==> src/sacc_params.svh <==
// Constants of the converter control block: register fields, reset values, timing
// Functional notes
// - High-active chip select must be high for any bus access.
// - Low-active chip select must be low for any bus access.
// - Data-ready output serves as interrupt request and buffer fill indication.
// - Data-ready polarity selectable high or low, as level or pulse.
// - Ten-bit three-state data bus, writes in, results out, bit 0 is LSB.
// - Two address inputs select which control register a write targets.
// - Strobe input acts as read/write direction or as active-low write select.
// - Separate read strobe honoured only in write-select strobe configuration.
// - Configuration selects internal or external reference; external disables internal drive.
// - Four inputs individually enabled, single-ended or paired, sampled at one instant.
// - Eight-stage pipeline; first stage takes new sample while seven older proceed.
// - Single mode converts only on start pulse, timed by internal oscillator.
// - Single mode: start falling edge holds all selected inputs and starts conversion.
// - Continuous mode starts a conversion on every conversion clock falling edge while at least one input is enabled.
// - Control register 0 bit 1 set selects single mode, clear selects continuous.
// - Continuous mode: first data-ready comes seven clocks plus trigger level after reset.
// - Data-ready becomes active when buffered sample count reaches trigger level.
`ifndef SACC_PARAMS_SVH
`define SACC_PARAMS_SVH
`define SACC_DATA_W 10
`define SACC_CHANNELS 4
`define SACC_STAGES 8
`define SACC_FIFO_DEPTH 16
`define SACC_ADDR_CR0 2'h0
`define SACC_ADDR_CR1 2'h1
`define SACC_CR0_REF_EXT 0
`define SACC_CR0_SINGLE 1
`define SACC_CR0_STROBE_WO 2
`define SACC_CR0_DRDY_HIGH 3
`define SACC_CR0_DRDY_PULSE 4
`define SACC_CR0_FIFO_RST 5
`define SACC_CR1_CHEN_LSB 0
`define SACC_CR1_DIFF_AB 4
`define SACC_CR1_DIFF_CD 5
`define SACC_CR1_TL_LSB 6
`define SACC_CR0_RESET 10'h000
`define SACC_CR1_RESET 10'h001
`define SACC_CLK_PERIOD_PS 5000
`define SACC_OSC_PERIOD_PS 166667
`define SACC_OSC_CYCLES ((`SACC_OSC_PERIOD_PS) / (`SACC_CLK_PERIOD_PS))
`define SACC_PIPE_LATENCY 7
`endif

==> src/sacc_pkg.sv <==
// Types shared by the converter control block
package sacc_pkg;
  typedef enum logic [1:0] {sacc_idle, sacc_scan, sacc_flush} sacc_state_t;
  typedef logic [9:0] sacc_word_t;
endpackage

==> src/sacc_pipeline.sv <==
// Conversion pipeline: samples advance one stage per conversion tick
`timescale 1ns/1ps
`default_nettype none
module sacc_pipeline #(
  parameter int STAGES = 8,
  parameter int WIDTH = 10
) (
  // Clock and reset
  input wire logic clk,
  input wire logic reset,
  // Control
  input wire logic tick,
  input wire logic flush,
  // Sample in
  input wire logic in_valid,
  input wire logic [WIDTH-1:0] in_data,
  // Result out
  output logic out_valid,
  output logic [WIDTH-1:0] out_data,
  output logic busy
);
  logic [STAGES-2:0] vld;
  logic [WIDTH-1:0] dat [STAGES-1];

  ////////////////////////////////////////////////////////////////////////////
  // Stage one takes a new sample while later stages hold older ones
  always_ff @(posedge clk) begin
    if (reset || flush) begin
      vld <= '0;
    end else if (tick) begin
      vld <= {vld[STAGES-3:0], in_valid};
    end
  end

  always_ff @(posedge clk) begin
    if (tick) begin
      dat[0] <= in_data;
    end
  end

  genvar g;
  generate
    for (g = 1; g < STAGES - 1; g++) begin : g_stage
      always_ff @(posedge clk) begin
        if (tick) begin
          dat[g] <= dat[g-1];
        end
      end
    end
  endgenerate

  // Last stage completes on the tick after the seventh shift
  assign out_valid = tick & vld[STAGES-2] & ~flush;
  assign out_data = dat[STAGES-2];
  assign busy = |vld;
endmodule
`default_nettype wire

==> src/sacc_top.sv <==
// Conversion control and host interface of the four-input pipelined converter
`timescale 1ns/1ps
`default_nettype none
`include "sacc_params.svh"
module sacc_top #(
  parameter int OSC_CYCLES = `SACC_OSC_CYCLES,
  parameter int FIFO_DEPTH = `SACC_FIFO_DEPTH,
  parameter int CHANNELS = `SACC_CHANNELS
) (
  // Clock and reset
  input wire logic clk,
  input wire logic reset,
  // Host bus
  input wire logic chip_select_low_n,
  input wire logic chip_select_high,
  input wire logic reg_addr_bit0,
  input wire logic reg_addr_bit1,
  input wire logic host_strobe,
  input wire logic read_strobe_n,
  input wire logic [9:0] data_bus_in,
  output logic [9:0] data_bus_out,
  output logic data_bus_oe,
  output logic data_ready_flag,
  // Conversion clock or start pin
  input wire logic conversion_clock_in,
  // Analog front end
  input wire logic [CHANNELS*10-1:0] sample_codes,
  output logic hold_pulse,
  output logic ref_internal_drive_en
);
  localparam int PW = $clog2(FIFO_DEPTH);

  sacc_pkg::sacc_word_t cr0;
  sacc_pkg::sacc_word_t cr1;
  sacc_pkg::sacc_state_t state;
  sacc_pkg::sacc_word_t fifo_mem [FIFO_DEPTH];
  sacc_pkg::sacc_word_t held [CHANNELS];
  logic [PW-1:0] wr_ptr, rd_ptr;
  logic [PW:0] count;
  logic sel, sel_q, strobe_q, read_q, conv_q, level_q;
  logic wo_mode, single_mode, write_evt, read_active, read_end;
  logic fifo_rst, conv_fall, osc_tick, tick, emit, fifo_wr, pipe_busy;
  logic [5:0] osc_cnt;
  logic [3:0] eff, remaining, cur_mask, tl;
  logic [1:0] chan;
  logic pipe_valid;
  sacc_pkg::sacc_word_t pipe_data;
  sacc_pkg::sacc_word_t conv_in;

  function automatic logic [1:0] lowest_idx(input logic [3:0] m);
    lowest_idx = m[0] ? 2'h0 : m[1] ? 2'h1 : m[2] ? 2'h2 : 2'h3;
  endfunction

  ////////////////////////////////////////////////////////////////////////////
  // Host bus decode
  assign sel = ~chip_select_low_n & chip_select_high;
  assign wo_mode = cr0[`SACC_CR0_STROBE_WO];
  assign single_mode = cr0[`SACC_CR0_SINGLE];
  // Write-select mode writes on strobe fall; direction mode on select start
  assign write_evt = wo_mode ? (sel & ~host_strobe & strobe_q)
                             : (sel & ~sel_q & ~host_strobe);
  // Read strobe counts only in write-select mode
  assign read_active = wo_mode ? (sel & ~read_strobe_n) : (sel & host_strobe);
  assign read_end = read_q & ~read_active;
  assign data_bus_oe = read_active;
  assign fifo_rst = write_evt && {reg_addr_bit1, reg_addr_bit0} == `SACC_ADDR_CR0
                    && data_bus_in[`SACC_CR0_FIFO_RST];

  always_ff @(posedge clk) begin
    if (reset) begin
      sel_q <= 1'b0;
      strobe_q <= 1'b1;
      read_q <= 1'b0;
      conv_q <= 1'b0;
    end else begin
      sel_q <= sel;
      strobe_q <= host_strobe;
      read_q <= read_active;
      conv_q <= conversion_clock_in;
    end
  end

  // Control registers; reset bit is a strobe and is not stored
  always_ff @(posedge clk) begin
    if (reset) begin
      cr0 <= `SACC_CR0_RESET;
      cr1 <= `SACC_CR1_RESET;
    end else if (write_evt) begin
      if ({reg_addr_bit1, reg_addr_bit0} == `SACC_ADDR_CR0) begin
        cr0 <= data_bus_in & ~(10'h001 << `SACC_CR0_FIFO_RST);
      end else if ({reg_addr_bit1, reg_addr_bit0} == `SACC_ADDR_CR1) begin
        cr1 <= data_bus_in;
      end
    end
  end

  assign ref_internal_drive_en = ~cr0[`SACC_CR0_REF_EXT];

  ////////////////////////////////////////////////////////////////////////////
  // Channel selection and trigger level
  always_comb begin
    eff = cr1[`SACC_CR1_CHEN_LSB +: 4];
    eff[1] = eff[1] & ~cr1[`SACC_CR1_DIFF_AB];
    eff[3] = eff[3] & ~cr1[`SACC_CR1_DIFF_CD];
    tl = cr1[`SACC_CR1_TL_LSB +: 4];
    if (tl == 4'h0) begin
      tl = 4'h1;
    end
  end

  ////////////////////////////////////////////////////////////////////////////
  // Internal oscillator, runs only while a single conversion is in flight
  always_ff @(posedge clk) begin
    if (reset || !single_mode || state == sacc_pkg::sacc_idle) begin
      osc_cnt <= '0;
    end else if (osc_cnt == 6'(OSC_CYCLES - 1)) begin
      osc_cnt <= '0;
    end else begin
      osc_cnt <= osc_cnt + 6'h01;
    end
  end

  assign osc_tick = single_mode && state != sacc_pkg::sacc_idle
                    && osc_cnt == 6'(OSC_CYCLES - 1);
  assign conv_fall = conv_q & ~conversion_clock_in;
  assign tick = single_mode ? osc_tick : conv_fall;

  ////////////////////////////////////////////////////////////////////////////
  // Scan sequencer
  assign cur_mask = (!single_mode && remaining == 4'h0) ? eff : remaining;
  assign chan = lowest_idx(cur_mask);
  assign emit = tick && cur_mask != 4'h0
                && (!single_mode || state == sacc_pkg::sacc_scan);
  // All enabled inputs held together at the start of a scan
  assign hold_pulse = single_mode
    ? (conv_fall && state == sacc_pkg::sacc_idle && eff != 4'h0)
    : (conv_fall && remaining == 4'h0 && eff != 4'h0);

  always_ff @(posedge clk) begin
    if (reset || fifo_rst) begin
      state <= sacc_pkg::sacc_idle;
      remaining <= 4'h0;
    end else begin
      case (state)
        sacc_pkg::sacc_idle: begin
          if (hold_pulse && single_mode) begin
            state <= sacc_pkg::sacc_scan;
            remaining <= eff;
          end else if (!single_mode && emit) begin
            remaining <= cur_mask & ~(4'h1 << chan);
          end
        end
        sacc_pkg::sacc_scan: begin
          if (!single_mode) begin
            state <= sacc_pkg::sacc_idle;
            remaining <= 4'h0;
          end else if (emit) begin
            remaining <= cur_mask & ~(4'h1 << chan);
            if ((cur_mask & ~(4'h1 << chan)) == 4'h0) begin
              state <= sacc_pkg::sacc_flush;
            end
          end
        end
        sacc_pkg::sacc_flush: begin
          if (!single_mode || (!pipe_busy && !tick)) begin
            state <= sacc_pkg::sacc_idle;
          end
        end
        default: begin
          state <= sacc_pkg::sacc_idle;
        end
      endcase
    end
  end

  generate
    for (genvar c = 0; c < CHANNELS; c++) begin : g_hold
      always_ff @(posedge clk) begin
        if (hold_pulse) begin
          held[c] <= sample_codes[c*10 +: 10];
        end
      end
    end
  endgenerate

  // First channel of a continuous-mode scan converts the value held in this same cycle
  assign conv_in = hold_pulse ? sample_codes[chan*10 +: 10] : held[chan];

  sacc_pipeline #(
    .STAGES(`SACC_STAGES),
    .WIDTH(`SACC_DATA_W)
  ) u_pipe (
    .clk(clk),
    .reset(reset),
    .tick(tick),
    .flush(fifo_rst),
    .in_valid(emit),
    .in_data(conv_in),
    .out_valid(pipe_valid),
    .out_data(pipe_data),
    .busy(pipe_busy)
  );

  ////////////////////////////////////////////////////////////////////////////
  // Result buffer
  assign fifo_wr = pipe_valid && count != (PW+1)'(FIFO_DEPTH);

  always_ff @(posedge clk) begin
    if (fifo_wr) begin
      fifo_mem[wr_ptr] <= pipe_data;
    end
  end

  always_ff @(posedge clk) begin
    if (reset || fifo_rst) begin
      wr_ptr <= '0;
      rd_ptr <= '0;
      count <= '0;
    end else begin
      if (fifo_wr) begin
        wr_ptr <= wr_ptr + PW'(1);
      end
      if (read_end && count != '0) begin
        rd_ptr <= rd_ptr + PW'(1);
      end
      count <= count + (PW+1)'(fifo_wr) - (PW+1)'(read_end && count != '0);
    end
  end

  always_ff @(posedge clk) begin
    if (reset) begin
      data_bus_out <= 10'h000;
    end else begin
      data_bus_out <= fifo_mem[rd_ptr];
    end
  end

  ////////////////////////////////////////////////////////////////////////////
  // Data-ready output
  logic level;
  logic active;
  assign level = count >= {1'b0, tl};
  assign active = cr0[`SACC_CR0_DRDY_PULSE] ? (level & ~level_q) : level;

  always_ff @(posedge clk) begin
    if (reset) begin
      level_q <= 1'b0;
      data_ready_flag <= 1'b1;
    end else begin
      level_q <= level;
      data_ready_flag <= cr0[`SACC_CR0_DRDY_HIGH] ? active : ~active;
    end
  end

  ////////////////////////////////////////////////////////////////////////////
  // Checks
  logic [3:0] ticks_since_rst;
  logic wrote_since_rst;
  always_ff @(posedge clk) begin
    if (reset || fifo_rst) begin
      ticks_since_rst <= 4'h0;
      wrote_since_rst <= 1'b0;
    end else begin
      if (tick && ticks_since_rst != 4'hf) begin
        ticks_since_rst <= ticks_since_rst + 4'h1;
      end
      if (fifo_wr) begin
        wrote_since_rst <= 1'b1;
      end
    end
  end
endmodule
`default_nettype wire

==> config.mk <==
export PLATFORM = sky130hd
export DESIGN_NAME = sacc_top
export DESIGN_NICKNAME = d
export VERILOG_FILES = /design/src/sacc_pkg.sv /design/src/sacc_pipeline.sv /design/src/sacc_top.sv
export VERILOG_INCLUDE_DIRS = /design/src
export SDC_FILE = /design/constraint.sdc
export NUM_CORES = 1
export LEC_CHECK = 0
export ABC_AREA = 1
export BUFFER_PORTS_ARGS = -buffer_cell sky130_fd_sc_hd__buf_4
export CAP_MARGIN = 20
export CELL_PAD_IN_SITES_DETAIL_PLACEMENT = 1
export CELL_PAD_IN_SITES_GLOBAL_PLACEMENT = 1
export CORE_MARGIN = 2
export CORE_UTILIZATION = 35
export CTS_BUF_LIST = sky130_fd_sc_hd__clkbuf_16
export CTS_CLUSTER_SIZE = 24
export DETAILED_ROUTE_END_ITERATION = 16
export PLACE_DENSITY = 0.7
export SLEW_MARGIN = 10
export SYNTH_ARGS = -nofsm -noshare
export SYNTH_HDL_FRONTEND = slang
export SYNTH_SLANG_ARGS = --single-unit
==> constraint.sdc <==
create_clock -name clk -period 7.39 [get_ports clk]
set_clock_uncertainty 0.05 [all_clocks]
set_input_delay 0.3695 -clock clk [delete_from_list [all_inputs] [get_ports clk]]
set_output_delay 0.3695 -clock clk [all_outputs]
set_load 0.01 [all_outputs]
==> metrics <==
Final period util=49.1%; Top Ports=73; worst path bufs/invs=5; Worst Setup End Kind=register; cts bufs inserted=37; RSZ-0062 raised after global routing=false; CP Cell Sequence=inv_1 -> ha_1 -> nand3_1 -> nor3_1 -> nand2_2 -> nand2_4 -> nand4_4 -> ha_1 -> inv_1 -> ha_1 -> inv_1 -> fa_1 -> inv_1 -> a21oi_1 -> nor2_1 -> nor2_1 -> xor2_1 -> inv_1 -> nor2_1; largest net degree at the start of global routing=86; Setup violations, final=0; Avg Inst Size Synth=12.2 µm²; via density per instance=4.93; PwrDens=262 nW/µm²; filler instances=3975; htree depth=2; Finished Core Util=42.1%; Starting Density=35.3%; site row count=71; clk sinks=333; Final Wtd Congestion=0.796; commonest non-fill, non-tap cell in the layout=edfxtp_1; Routed WL per cell=18.1 µm; Yosys cell types=49; switching share of power=23.0%; die span in x=198 µm; slowest CP cell=nand2_4; Post-Synthesis Cells=1080; FMAX=275 MHz; Synth Warn #=0; vias in the first global route=8811; 1st-pass router iterations=6; Routed WL=31400 µm; cell area after placement=14200 µm²; Final Hold Viols=0; Worst slew margin=31.6%; Int Power=3.17 mW; critical path's top delay family=simple AND/OR/NAND/NOR gates; most frequent cells in the layout=270 x edfxtp_1, 130 x nand2_1, 126 x nor2_1; Critical Path AT=3.96 ns; antenna-violating nets left=0; first-pass GRT wire length=48700 µm; Worst Tran Pin Value=1.03 ns; nets@finish=1269; CTS Root Cell=clkbuf_16; Peak VDD IR=0.141 mV; Via Count=8535; Final Slew Violations=0; global route total overflow=0; worst path required time=7.71 ns; Iter 0 DRT Violations=495; mapped cell area=13200 µm²; post-cts sizing count=0; Min-Delay Path Class=in -> reg; total net switching power=949 µW; CTS tree=done; LEAKAGE=5.51 nW; Clock Latency Late Sink=0.51 ns; Logic pwr share=8.0%; Crit Path Max Fanout=85; CP Class=reg -> reg; CP dominant cell by count=inv_1; Core Area=37400 µm²; CTS Buffer Depth=3; CTS clk-pin slew, worst paths=0.05 ns; Post-Syn Nets=1157; CP startpoint kind=register; # DRC=0; #FFs+latches synth=333; Port Buffers=72; area grow syn2layout=19.3%; critical path's largest stage delay=0.74 ns; post-synthesis sequential area ratio=71.0%; sequential share of power=50.7%; total die area=39300 µm²; Clock power frac=41.4%; GR Util All Layers=16.1%; Final HPWL DP=19600 µm; TNS Setup=0 ns; maxcap violations=0; minimum clock period=3.63 ns; status=finished clean; final instance area=15800 µm²; chip height=198 µm; fraction of layout cells with a size suffix above 1=15.2%; initial antenna violation count=1
[metal layers]
layer	track usage (%)	wire length, µm
met5	0	0
met4	4.59	715
met3	2.66	1320
met2	28.0	15700
met1	20.7	13600
[cell type report]
type | count | area [µm²] | share of cell area [%]
tap | 511 | 639 | 4.06
timing repair buffer | 119 | 993 | 6.31
sequential | 333 | 9370 | 59.5
inverter | 87 | 329 | 2.09
clock buffer | 37 | 926 | 5.88
multi-input combinational | 614 | 3290 | 20.9
antenna | 1 | 2.50 | 0.0159
clock inverter | 30 | 205 | 1.30
[through the flow]
| step | hold slack (ns) | power [mW] | cells | worst slack, ns |
|---|---|---|---|---|
| 3_3_place_gp | 0.352 | 2.43 | 1624 | 3.74 |
| 3_5_place_dp | 0.355 | 2.44 | 1624 | 3.71 |
| 4_1_cts | 0.0295 | 4.16 | 1731 | 3.70 |
| 5_1_grt | 0.0391 | 4.28 | 1731 | 3.31 |
| 6_report | 0.0511 | 4.12 | 1732 | 3.76 |
| 2_1_floorplan | 0.350 | 2.33 | 1080 | 4.79 |
[registers in the layout, summed over array words and instances (netlist names), 6 cells and up]
register      flops
cr1              10
u_pipe.dat       70
osc_cnt           6
fifo_mem        160
u_pipe.vld        7
data_bus_out     10
held             40
[power by group through the flow]
stage / Combinational [mW] / Sequential [mW] / Clock [mW]
final: 0.329 / 2.09 / 1.70
after detailed placement: 0.310 / 2.13 / 0
after CTS: 0.328 / 2.09 / 1.74
after global placement: 0.303 / 2.13 / 0
after global routing: 0.369 / 2.09 / 1.82
after floorplan: 0.206 / 2.12 / 0
[timing repair]
action,4_1_cts,5_1_grt
hold buffers,40,0
setup buffers,0,0
hold endpoints to repair,40,0
[cells in the mapped netlist, drive strengths merged]
library cell	count	area, µm²
edfxtp	270	8110
nand2	143	579
nor2	138	583
o21ai	121	613
inv	86	325
dfxtp	63	1260
a21oi	59	322
nand3	36	210
o221ai	27	236
clkbuf	26	97.6
buf	20	116
ha	17	213
nand4	16	128
o211ai	14	105
o22ai	14	87.6
nor3	10	60.1
or2	6	37.5
xor2	3	26.3
a21boi	1	7.51
a21o	1	7.51
a31oi	1	6.26
clkinv	1	3.75
fa	1	20.0
nand3b	1	7.51
nor4	1	6.26
o21a	1	7.51
o21bai	1	7.51
o31ai	1	7.51
xnor2	1	8.76
[cell families after synthesis]
logic type | share of synthesized area, %
and+or+nand+nor | 12.2
DFF | 71.0
AOI/OAI and AO/OA | 10.7
buffers and inverters | 4.11
adders and majority gates | 1.76
xor gates and xnor gates | 0.265
[worst paths after layout]
| kind | start | end | slack (ns) | cells after the start |
|---|---|---|---|---|
| worst max-delay path | osc_cnt[0] | count[4] | 3.76 | 19 |
| worst min-delay path | host_strobe | strobe_q | 0.05 | 2 |
| worst max register to register | osc_cnt[0] | count[4] | 3.76 | 19 |
| worst min register to register | u_pipe.dat[1][0] | u_pipe.dat[2][0] | 0.36 | 0 |
Power figures use the tool's default switching activity.
